[config.mk]
export PLATFORM = sky130hd
export DESIGN_NAME = tcbs_sequencer
export DESIGN_NICKNAME = d
export VERILOG_FILES = /design/src/rtl/tcbs_pkg.sv /design/src/rtl/tcbs_sequencer.sv
export SDC_FILE = /design/constraint.sdc
export NUM_CORES = 1
export LEC_CHECK = 0
export BUFFER_PORTS_ARGS = -buffer_cell sky130_fd_sc_hd__buf_4
export CAP_MARGIN = 20
export CELL_PAD_IN_SITES_DETAIL_PLACEMENT = 0
export CELL_PAD_IN_SITES_GLOBAL_PLACEMENT = 1
export CORE_ASPECT_RATIO = 0.6
export CORE_MARGIN = 2
export CORE_UTILIZATION = 44
export CTS_BUF_LIST = sky130_fd_sc_hd__clkbuf_8
export DETAILED_ROUTE_END_ITERATION = 10
export GPL_TIMING_DRIVEN = 0
export PLACE_DENSITY = 0.81
export SYNTH_ARGS = -nofsm -noshare
export SYNTH_HDL_FRONTEND = slang
export SYNTH_SLANG_ARGS = --single-unit
[constraint.sdc]
create_clock -name core_clk -period 2.8 [get_ports core_clk]
set_clock_uncertainty 0.05 [all_clocks]
set_input_delay 0.28 -clock core_clk [delete_from_list [all_inputs] [get_ports core_clk]]
set_output_delay 0.28 -clock core_clk [all_outputs]
set_load 0.01 [all_outputs]
[src/rtl/tcbs_pkg.sv]
package tcbs_pkg;
  // Slot and pause lengths converted to cycles of core_clk
  localparam int unsigned CLK_HZ = 25_000_000;
  localparam int unsigned CHARGE_SLOT_MS = 1000;
  localparam int unsigned MEASURE_MS = 1;
  localparam int unsigned CHARGE_CYCLES = CLK_HZ / 1000 * CHARGE_SLOT_MS;
  localparam int unsigned MEASURE_CYCLES = CLK_HZ / 1000 * MEASURE_MS;
  localparam int unsigned BREAK_CYCLES = 1;
  // Imbalance threshold in millivolts
  localparam int unsigned THRESHOLD_MV = 30;
  localparam int unsigned MV_WIDTH = 13;
  localparam int unsigned CNT_WIDTH = 25;

  // Reset values of outputs
  localparam logic [3:0] SW_RESET = 4'h0;

  typedef enum logic [1:0] {
    TCBS_LOWER, TCBS_BALANCED, TCBS_UPPER
  } tcbs_decision_t;

  typedef enum logic [1:0] {
    TCBS_MEASURE, TCBS_BREAK, TCBS_CHARGE
  } tcbs_phase_t;

  // Four path switches, one = closed
  typedef struct packed {
    logic path_switch_one;
    logic path_switch_two;
    logic path_switch_three;
    logic path_switch_four;
  } tcbs_switch_t;

  // Two indicator outputs
  typedef struct packed {
    logic upper_cell_indicator;
    logic lower_cell_indicator;
  } tcbs_ind_t;
endpackage

[src/rtl/tcbs_sequencer.sv]
`timescale 1ns/1ps
// Notes on behaviour
// - Difference above threshold means unbalanced; lower-voltage cell is charged first.
// - Unbalanced: repeat 1 s charge then 1 ms pause measuring both cells.
// - Upper above lower by threshold: charge lower, close switches two and four.
// - Lower-cell indicator high in charge-lower state, low otherwise except measurement.
// - Lower above upper by threshold: charge upper, close switches one and three.
// - Upper-cell indicator high in charge-upper state, low otherwise except measurement.
// - Balanced: alternate cells, 1 s charge each, 1 ms measure between slots.
// - During every measurement pause both indicators are high together.
// - Imbalance threshold is 30 mV.
module tcbs_sequencer
  import tcbs_pkg::*;
#(
  parameter int unsigned CHARGE_CNT = CHARGE_CYCLES,
  parameter int unsigned MEASURE_CNT = MEASURE_CYCLES
) (
  input wire logic core_clk,
  input wire logic sys_rst,
  input wire logic [MV_WIDTH-1:0] upper_cell_voltage,
  input wire logic [MV_WIDTH-1:0] lower_cell_voltage,
  output tcbs_switch_t path_sw,
  output tcbs_ind_t indicator,
  output logic measuring,
  output tcbs_decision_t decision
);

  ////////////////////////////////////////////////////////////////////////////
  // Voltage inputs come from a converter outside this clock: two flops each
  logic [MV_WIDTH-1:0] up_s1_r, up_s2_r, lo_s1_r, lo_s2_r;

  always_ff @(posedge core_clk or posedge sys_rst) begin
    if (sys_rst) begin
      up_s1_r <= '0;
      up_s2_r <= '0;
      lo_s1_r <= '0;
      lo_s2_r <= '0;
    end else begin
      up_s1_r <= upper_cell_voltage;
      up_s2_r <= up_s1_r;
      lo_s1_r <= lower_cell_voltage;
      lo_s2_r <= lo_s1_r;
    end
  end

  function automatic tcbs_decision_t classify(input logic [MV_WIDTH-1:0] up,
                                              input logic [MV_WIDTH-1:0] lo);
    logic [MV_WIDTH:0] th;
    th = (MV_WIDTH+1)'(THRESHOLD_MV);
    if ({1'b0, up} > {1'b0, lo} + th) classify = TCBS_LOWER;
    else if ({1'b0, lo} > {1'b0, up} + th) classify = TCBS_UPPER;
    else classify = TCBS_BALANCED;
  endfunction

  function automatic tcbs_switch_t pair_for(input logic charge_lower);
    pair_for = charge_lower ? 4'b0101 : 4'b1010;
  endfunction

  ////////////////////////////////////////////////////////////////////////////
  // Phase sequencer: measure, break-before-make, charge slot
  tcbs_phase_t phase_r;
  logic [CNT_WIDTH-1:0] cnt_r;
  tcbs_decision_t dec_r;
  logic alt_lower_r;
  logic tgt_lower_r;
  logic [CNT_WIDTH-1:0] charge_last, measure_last;
  tcbs_decision_t dec_nxt;

  // Decision offered by the synchronised voltages; taken only at pause end
  assign dec_nxt = classify(up_s2_r, lo_s2_r);

  assign charge_last = CNT_WIDTH'(CHARGE_CNT - 1);
  assign measure_last = CNT_WIDTH'(MEASURE_CNT - 1);

  always_ff @(posedge core_clk or posedge sys_rst) begin
    if (sys_rst) begin
      phase_r <= TCBS_MEASURE;
      cnt_r <= '0;
      dec_r <= TCBS_BALANCED;
      alt_lower_r <= 1'b0;
      tgt_lower_r <= 1'b1;
    end else begin
      unique case (phase_r)
        TCBS_MEASURE: begin
          if (cnt_r == measure_last) begin
            dec_r <= dec_nxt;
            cnt_r <= '0;
            phase_r <= TCBS_BREAK;
            unique case (dec_nxt)
              TCBS_LOWER: tgt_lower_r <= 1'b1;
              TCBS_UPPER: tgt_lower_r <= 1'b0;
              TCBS_BALANCED: begin
                tgt_lower_r <= alt_lower_r;
                alt_lower_r <= ~alt_lower_r;
              end
              default: tgt_lower_r <= tgt_lower_r;
            endcase
          end else begin
            cnt_r <= cnt_r + 1'b1;
          end
        end
        TCBS_BREAK: begin
          phase_r <= TCBS_CHARGE;
          cnt_r <= '0;
        end
        TCBS_CHARGE: begin
          if (cnt_r == charge_last) begin
            phase_r <= TCBS_MEASURE;
            cnt_r <= '0;
          end else begin
            cnt_r <= cnt_r + 1'b1;
          end
        end
      endcase
    end
  end

  ////////////////////////////////////////////////////////////////////////////
  // Registered outputs
  always_ff @(posedge core_clk or posedge sys_rst) begin
    if (sys_rst) begin
      path_sw <= SW_RESET;
      indicator <= '0;
      measuring <= 1'b0;
      decision <= TCBS_BALANCED;
    end else begin
      decision <= dec_r;
      measuring <= (phase_r == TCBS_MEASURE);
      if (phase_r == TCBS_CHARGE) begin
        path_sw <= pair_for(tgt_lower_r);
      end else begin
        path_sw <= SW_RESET;
      end
      if (phase_r == TCBS_MEASURE) begin
        indicator <= 2'b11;
      end else begin
        indicator.lower_cell_indicator <= (dec_r == TCBS_LOWER);
        indicator.upper_cell_indicator <= (dec_r == TCBS_UPPER);
      end
    end
  end

  logic [3:0] sw_bits;
  assign sw_bits = path_sw;

  // Helper counters: length of the current closed run and of the current pause
  logic [CNT_WIDTH-1:0] closed_run_r;
  logic [CNT_WIDTH-1:0] pause_run_r;
  logic [CNT_WIDTH-1:0] charge_full, measure_full;

  assign charge_full = CNT_WIDTH'(CHARGE_CNT);
  assign measure_full = CNT_WIDTH'(MEASURE_CNT);

  always_ff @(posedge core_clk or posedge sys_rst) begin
    if (sys_rst) begin
      closed_run_r <= '0;
      pause_run_r <= '0;
    end else begin
      closed_run_r <= (sw_bits != 4'h0) ? closed_run_r + 1'b1 : '0;
      pause_run_r <= measuring ? pause_run_r + 1'b1 : '0;
    end
  end
endmodule

-- Word-level counts from Yosys, hierarchy flattened
Cells that the tools add are included.
- add/sub/neg operators: 3
- multiply operators: 0
- divide/modulo/power cells: 0
- magnitude comparators: 2
- equality and inequality tests: 9
- shift operators: 0
- multiplexer cells: 12
- bitwise operators: 1
- reductions and logical operators: 8
- operator list (operator ; count):
    $pmux 25 s3 ; 1
    $mux 25 ; 2
    $add 13x5->14 const B ; 2
    $gt 13x14->1 ; 2
    $add 25x1->25 const B ; 1
    $eq 25x15->1 const B ; 1
    $eq 25x25->1 const B ; 1
    $mux 2 ; 5
    $mux 4 ; 2
    $eq 2x2->1 const B ; 3
    $logic_not 2->1 ; 3
    $pmux 2 s3 ; 1
    $reduce_and 3->1 ; 2
    $eq 2x1->1 const B ; 2
    $ne 2x2->1 const B ; 2
    $reduce_and 2->1 ; 2
    $pmux 1 s3 ; 1
    $reduce_bool 3->1 ; 1
    $not 1->1 ; 1
- bits in registers: 92
- bits in latches: 0
- RAM bits: 0
- memory bits (read-only): 0
- input port bits: 28
- output and inout port bits: 9
- logic and storage cells: 52
- memories kept: 0

-- Longest topological paths before layout
Gate-level depths: netlist (run 1).
- depth after elaboration: 7
- mapped depth: 13
- gate-level depth less buffers: 13

-- Worst setup path after synthesis (run 1)
OpenSTA, ideal clock, no wires.
- kind: reg2reg
- start point: register up_s2_r[1]
- end point: register alt_lower_r
- arrival: 2592 ps
- required time: 2619 ps
- setup slack: 27 ps
- cell stages (with the launch flop): 14
- buffers on the path: 0
- cell sequence: dfrtp_1 inv_1 ha_1 nor3b_1 nor3b_1 nand4_1 xor2_1 ha_1 nand3_1 or3_1 nand3_1 o21ai_0 nor3b_2 xor2_1
- longest elaborated chain between the ends: 6
- elaborated cells on any way between the ends: 7
- those cells by class: add/sub: 1; order compare: 2; eq/ne: 1; mux: 2; reduce/logical: 1
- RTL lines (element ; line ; source):
    start, declared ; tcbs_sequencer.sv:30 ; logic [MV_WIDTH-1:0] up_s1_r, up_s2_r, lo_s1_r, lo_s2_r;
    start signal, assigned ; tcbs_sequencer.sv:40 ; up_s2_r <= up_s1_r;
    $add 13x5->14 ; tcbs_sequencer.sv:51 ; else if ({1'b0, lo} > {1'b0, up} + th) classify = TCBS_UPPER;
    $gt 13x14->1 ; tcbs_sequencer.sv:51 ;
    $mux 2 ; tcbs_sequencer.sv:51 ;
    $mux 2 * ; tcbs_sequencer.sv:50 ; if ({1'b0, up} > {1'b0, lo} + th) classify = TCBS_LOWER;
    $eq 2x1->1 * ; tcbs_sequencer.sv:89 ; unique case (dec_nxt)
    $reduce_and 3->1 (no source line) * ; - ;
    end signal, assigned ; tcbs_sequencer.sv:94 ; alt_lower_r <= ~alt_lower_r;
    end, declared ; tcbs_sequencer.sv:64 ; logic alt_lower_r;
Every way passes the cells marked *; elsewhere a longest branch is shown, timed or not.
A chain may end at the register's enable or synchronous reset.

-- Final worst setup path (run 1)
Ends and elaborated chain as after synthesis.

==> results of run 1 <==
## kinds of logic after synthesis
family | count (synthesis)
simple gates | 132
flops | 90
xor+xnor | 44
fa+ha+maj | 31
compound gates | 28
buf+inv | 20
mux | 3
## Yosys cell counts, types with 2 or more instances
cell                        instances
sky130_fd_sc_hd__dfrtp_1           87
sky130_fd_sc_hd__nor2_1            40
sky130_fd_sc_hd__ha_1              31
sky130_fd_sc_hd__xor2_1            26
sky130_fd_sc_hd__nand2_1           25
sky130_fd_sc_hd__xnor2_1           18
sky130_fd_sc_hd__nand3_1           17
sky130_fd_sc_hd__nand4_1           17
sky130_fd_sc_hd__inv_1             15
sky130_fd_sc_hd__a21oi_1            6
sky130_fd_sc_hd__nor4_1             6
sky130_fd_sc_hd__o21ai_0            6
sky130_fd_sc_hd__nor3_1             5
sky130_fd_sc_hd__a211oi_1           3
sky130_fd_sc_hd__a21o_1             3
sky130_fd_sc_hd__and3_2             3
sky130_fd_sc_hd__dfstp_2            3
sky130_fd_sc_hd__nor2b_1            3
sky130_fd_sc_hd__nor3b_1            3
sky130_fd_sc_hd__a2111oi_0          2
sky130_fd_sc_hd__and2_1             2
sky130_fd_sc_hd__buf_2              2
sky130_fd_sc_hd__buf_4              2
sky130_fd_sc_hd__mux2_2             2
sky130_fd_sc_hd__o31ai_1            2
## power by group
part | switching (mW) | internal [mW] | total [mW]
Clock | 0.507 | 0.345 | 0.852
Sequential | 0.0356 | 1.34 | 1.37
Combinational | 0.132 | 0.139 | 0.272
## stage by stage
| step | cells | area [um^2] |
|---|---|---|
| finish | 553 | 5139 |
| global route | 553 | 5139 |
| CTS | 551 | 5046 |
| detailed placement | 497 | 4454 |
| global placement | 496 | 4424 |
| floorplan | 348 | 4014 |
## final cells by class
type / instances / area (um^2)
Buffer: 5 / 36.28
Clock buffer: 9 / 123.9
Clock inverter: 7 / 62.56
Fill cell: 727 / 3547
Inverter: 15 / 58.81
Multi-Input combinational cell: 238 / 1794
Sequential cell: 90 / 2257
Tap cell: 112 / 140.1
Timing Repair Buffer: 77 / 665.6
## worst paths after layout
kind,cells past startpoint,startpoint,slack [ns],end
min,0,lo_s1_r[5],0.31,lo_s2_r[5]
max in group asynchronous,4,sys_rst,1.63,decision[0]
min in group asynchronous,3,sys_rst,0.40,up_s1_r[6]
max reg2reg,13,up_s2_r[1],-0.07,alt_lower_r
min reg2reg,0,lo_s1_r[5],0.31,lo_s2_r[5]
max,13,up_s2_r[1],-0.07,alt_lower_r
## routing by layer
metal	up-vias	track usage [%]
met3	8	6.690
met2	75	22.35
met4	0	4.945
met1	1339	29.26
li1	1376	-
met5	-	0
## sequential cells by signal, indices dropped and copies added, names as in the netlist, 13 cells and up
| name | cells |
|---|---|
| lo_s2_r | 13 |
| up_s1_r | 13 |
| cnt_r | 25 |
| up_s2_r | 13 |
| lo_s1_r | 13 |
## timing repair
action / in CTS / in global routing
setup endpoints to repair: 4 / 4
hold endpoints to repair: 53 / 0
buffers inserted: 11 / 2
hold buffers: 27 / 0
pin swaps: 12 / 3
gates resized for setup: 14 / 14
==> results list, run 1 <==
- Setup repair after global routing could not meet its margin everywhere.
* Met3 wire length: 603 um
- EDFF count, synth: 0
- First-pass iteration count of the detailed router: 4
- At the pin with the least slew margin, the transition time is approximately 0.66 ns.
* Post-synthesis cell type count: 44
- After synthesis, the largest family of logic cells by area is simple AND/OR/NAND/NOR gates.
- The die is 77.98 um tall.
* Top routing layer in use: met4
- At the placement stage, the worst setup path has a slack of -0.5149 ns.
- Most common cell after layout, fill and taps aside: sky130_fd_sc_hd__dfrtp_1
- Residual DRC: 0
* Number of max-cap violations: 0
* Largest delay share family, worst path: simple AND/OR/NAND/NOR gates
* Most used cells in the layout excluding fill and tap cells: sky130_fd_sc_hd__dfrtp_1, sky130_fd_sc_hd__buf_4, sky130_fd_sc_hd__nor2_1, sky130_fd_sc_hd__ha_1, sky130_fd_sc_hd__dlygate4sd3_1
- Insertion delay of the later-clocked pin in the worst-skew pair: approximately 0.37 ns
* Worst IR drop on VDD: 227.1 uV
- WL per Instance: around 15 um
- RePlAce Congestion: 0.8562
- Counting flops and latches in the post-synthesis netlist gives 90.
* Total CTS buffers: 9
- The tree is rooted in a sky130_fd_sc_hd__clkbuf_8.
- Die X: 127.3 um
- Of all flip-flops after synthesis, the portion carrying an async set or reset was 100.0%.
- The number of endpoints with negative hold slack in the final report came to 0.
- The Yosys step of the flow raised 0 warnings.
- Crit path buffers/inverters: 1
* Basic-gate share of the synthesized area counting and, or, nand and nor cells: 16.80%
- Counting along the longest clock path gives a buffer depth of 2.
- Post-Synthesis Mean Instance Area: approximately 12 um^2
- Post-route ant nets: 0
- Setup violations remaining at the end of the flow were counted as 3.
- Core Box Area: 0.008686 mm^2
- H-Tree Level Count: 3
* First-pass GRT wire length: roughly 14,000 um
- Startpoint kind of the worst setup timing path: flip-flop
- Of all cell types, the one taking the most synthesized area is sky130_fd_sc_hd__dfrtp_1.
* Worst path required time: 3.04 ns
* Routed wire length: 8432 um
* Highest cell delay on the worst timing path: 0.41 ns
- Total power of the final layout: 2.496 mW
* Cell at the slowest stage of the critical path: sky130_fd_sc_hd__dfrtp_1
* CTS tree: yes
- Sequential cells were found to cover between 50% and 60% of the synthesized design area.
* Vias per cell: 5.060
- Clock edge transition at the registers on the reported setup and hold paths: around 0.10 ns
- Traced cell by cell, the critical path runs through inv_1, ha_2, nor3b_4, nor3b_2, nand4_1, xor2_1, ha_1, a21o_1, a21oi_1, nand3_2, o21ai_4, nor3b_4, xor2_1.
* Mapped Area: 0.004014 mm^2
- Port buffer count: 36
* Antenna violations before repair: 0
* Number of instances in the synthesized netlist: between 300 and 400
- Fmax: approximately 350 MHz
- Violations in the final reports: setup timing
- The setup path with the least slack is of type reg2reg.
* Slew margin rel.: 55.61%
- Leakage Power: 2.362 nW
* Clock period minus worst slack: between 2 and 3 ns
- After the first detailed-routing iteration, the DRC count stood at 141.
- End-of-flow core utilization: 59.16%
- When the netlist entered floorplanning its net count stood at 407.
- Fraction of synthesized cell area in xor and xnor cells: 9.601%
* Sinks on Clock Net: 90
* Initial Utilization: 46.21%
- Global routing consumed, over all layers together, 18.24% of the routing resources.
- The worst setup path is captured at a flip-flop.
- Post-layout net count: 495
* Global-route congestion overflow total: 0
- Routed met1 length: 4450 um
* Hold Worst Slack: 0.3061 ns
* Ys flop type: sky130_fd_sc_hd__dfrtp_1
- Portion of synthesized cell area occupied by the leading cell type: 54.24%
- Count of vias placed by the detailed router: 2,798
- Setup slack on the critical path of the routed design comes to -0.07358 ns.
* Final Cycle Share: 102.6%
* Max-slew violations: 0
- The repair_antennas step left the layout with diodes totalling 0.
* Worst hold-check path type: reg2reg
- Yosys attributes the largest share of cell area to sky130_fd_sc_hd__dfrtp_1, sky130_fd_sc_hd__ha_1, sky130_fd_sc_hd__xor2_1.
- The synthesized netlist devotes about 4.6% of its cell area to compound gates.
- The HPWL after detailed placement is 5822 um.
* Ratio of cells with drive above 1 in the final layout: between 20% and 30%
* Via count of the first global-routing pass: 2,689
* Power per Cell Area: 485.7 mW/mm^2
* Mux cell area share after synthesis: 0.8105%
- Maximum net fanout on the critical path: 3
* Adder-cell area share of the yosys netlist: under 10%
* Run status: finished, violations left
- The floorplan has 26 rows.
- In the detailed route, the total length drawn on met2 is ~3300 um.
- Data arrival time of the critical path: 3.11 ns
- For the final routed database, the setup TNS stands at -0.1651 ns.
- Post-synthesis to final-layout area growth: 28.02%
- For this design the top-level I/O count stands at 37.
* Largest net degree at the start of global routing: 64
- Die Footprint: 0.009927 mm^2
(Power assumes the default switching activity.)
==> run 2: changes to the inputs <==
Settings changed: GPL_ROUTABILITY_DRIVEN set to 0, SETUP_SLACK_MARGIN set to 0.02.
==> results list, run 2 (synthesis gave the netlist of run 1 again) <==
* Run status: finished, violations left
- The checks that failed: setup timing.
* Global-route congestion overflow total: 0
- For this design the static power due to leakage is 2.357 nW.
* Die Footprint: 0.009927 mm^2
* Initial Utilization: between 40% and 50%
- The HPWL after detailed placement is 5716 um.
- The floorplan step defined a core boundary enclosing roughly 0.0087 mm^2.
* Routed wire length: a little over 8000 um
- Most common cell after layout, fill and taps aside: sky130_fd_sc_hd__dfrtp_1
- The area growth from synthesis to layout is 27.71%.
- Clock network fraction of total power: 34.9%
* Total CTS buffers: 9
- First-pass iteration count of the detailed router: 4
* Data arrival time of the critical path: 3.08 ns
* Hold Worst Slack: 0.3000 ns
- Port buffer count: 36
- Total power of the final layout: 2.515 mW
* Number of flip-flops under the largest register name: 25
- Worst Path Class, Setup: reg2reg
- Dividing total power by cell area gives a power density of 490.6 mW/mm^2.
* Max-slew violations: 0
* H-Tree Level Count: 3
- For this run, design rule violations remaining after detail routing come to 0.
- Post-route ant nets: 0
- Floorplan row count: 26
- Count of vias placed by the detailed router: 2,735
- Final setup violating endpoints: 3
- Clock-pin slew was measured on the worst setup and hold paths at 0.09 ns.
- Die X: 127.3 um
- Register-to-register setup slack: -0.05 ns
- Maximum net fanout on the critical path: 3
* Hold Violations, Final: 0
* Most used cells in the layout excluding fill and tap cells: sky130_fd_sc_hd__dfrtp_1, sky130_fd_sc_hd__buf_4, sky130_fd_sc_hd__nor2_1, sky130_fd_sc_hd__ha_1, sky130_fd_sc_hd__dlygate4sd3_1
- At the placement stage, the worst setup path has a slack of -0.5391 ns.
- Switching portion of total power: 24.82%
* Max clock buf depth: 2
- Root cell of the clock tree: sky130_fd_sc_hd__clkbuf_8
- Slew at the pin with the worst max-slew slack: 0.7178 ns
* Final Cycle Share: 101.7%
* Antenna violations before repair: 0
* Reg power frac: between 50% and 60%
- STA classifies the critical path startpoint as a flip-flop.
- The die is about 80 um tall.
- DP Area: about 0.0045 mm^2
- GRT Total Usage: 17.79%
- Worst path required time: 3.03 ns
* Final Non-Filler Cells: 551
- Entering global routing, the biggest net connects 63 pins.
- In this run the worst hold path is classified as reg2reg.
- Insertion delay of the later-clocked pin in the worst-skew pair: 0.37 ns
- VDD sags by at most 279.5 uV.
* Fraction of power consumed by combinational cells: between 10% and 20%
- In the final layout, the share of cells above drive strength 1 is 22.32%.
- The worst path in the final design needs a cycle of 2.848 ns, including I/O delays and setup.
* Pint: 1.891 mW
- Slew margin rel.: between 50% and 60%
- Number of DRC violations after detailed-routing iteration 0: 232
- Vias per cell: 4.964
* Most flop-heavy register: cnt_r
- The worst setup path is captured at a flip-flop.
* Sinks on Clock Net: 90
- In the final timing run, aggregate negative setup slack is -0.08890 ns.
- The number of global-route vias before repair was 2,632.
- TritonCTS built the clock tree.
- End-of-flow core utilization: 59.02%
- The first global-routing pass estimated 13,250 um of wire.
- RSZ-0062 raised after global routing: true
* Number of max-cap violations: 0
* Fmax: roughly 350 MHz
* Final WS setup: -0.04813 ns
* Post-layout net count: 493
- Boundary pin count: 37
* Diode insertion count for antenna repair: 0
* Finished Cell Area: approximately 0.005 mm^2
- Number of placed instances with taps included: 497
- WL per Instance: 14.67 um
- Summed over all nets, the switching power comes to approximately 620 uW.
[run 2: layout make-up]
cell class	instances	area, um^2
fill	731	3560
tap	112	140.1
clock inverter	7	76.32
timing repair buffer	75	650.6
multi-input combinational	238	1784
clock buffer	9	123.9
sequential	90	2256
buffer	5	36.28
inverter	15	58.81
[run 2: critical path: stages, from the launching register on]
cell and delay [ns]:
sky130_fd_sc_hd__dfrtp_1 0.39, sky130_fd_sc_hd__inv_1 0.06, sky130_fd_sc_hd__ha_2 0.17, sky130_fd_sc_hd__nor3b_4 0.16
sky130_fd_sc_hd__nor3b_2 0.23, sky130_fd_sc_hd__nand4_1 0.14, sky130_fd_sc_hd__xor2_1 0.17, sky130_fd_sc_hd__ha_1 0.36
sky130_fd_sc_hd__a21o_1 0.17, sky130_fd_sc_hd__a21oi_1 0.18, sky130_fd_sc_hd__nand3_2 0.09, sky130_fd_sc_hd__o21ai_2 0.19
sky130_fd_sc_hd__nor3b_4 0.24, sky130_fd_sc_hd__xor2_1 0.17
[run 2: power groups by stage]
stage / Sequential [mW] / Combinational (mW) / Clock (mW)
after floorplan: 1.38 / 0.126 / 0
after global placement: 1.39 / 0.186 / 0
after detailed placement: 1.39 / 0.197 / 0
after CTS: 1.37 / 0.245 / 0.911
after global routing: 1.38 / 0.298 / 0.973
final: 1.37 / 0.266 / 0.879
[run 2: layer usage]
| layer | share of wire [%] | vias to the layer above | global-route usage (%) |
|---|---|---|---|
| li1 | - | 1369 | - |
| met1 | 56 | 1298 | 29.07 |
| met2 | 38 | 56 | 21.60 |
| met3 | 4.9 | 12 | 5.103 |
| met4 | 1.4 | 0 | 6.374 |
| met5 | 0 | - | 0 |
[run 2: final timing paths]
check	from	end	cells past startpoint
min	lo_s1_r[5]	lo_s2_r[5]	0
max in group asynchronous	sys_rst	dec_r[0]	4
min in group asynchronous	sys_rst	up_s2_r[7]	3
max reg2reg	up_s2_r[1]	alt_lower_r	13
max	up_s2_r[1]	alt_lower_r	13
min reg2reg	lo_s1_r[5]	lo_s2_r[5]	0
[run 2: timing repair]
action | 4_1_cts | 5_1_grt
pin swaps | 10 | 2
cloned | 0 | 0
hold buffers | 27 | 0
setup buffers | 8 | 3
setup endpoints to repair | 4 | 4
endpoints found under the hold margin | 54 | 0
resized for setup | 14 | 12
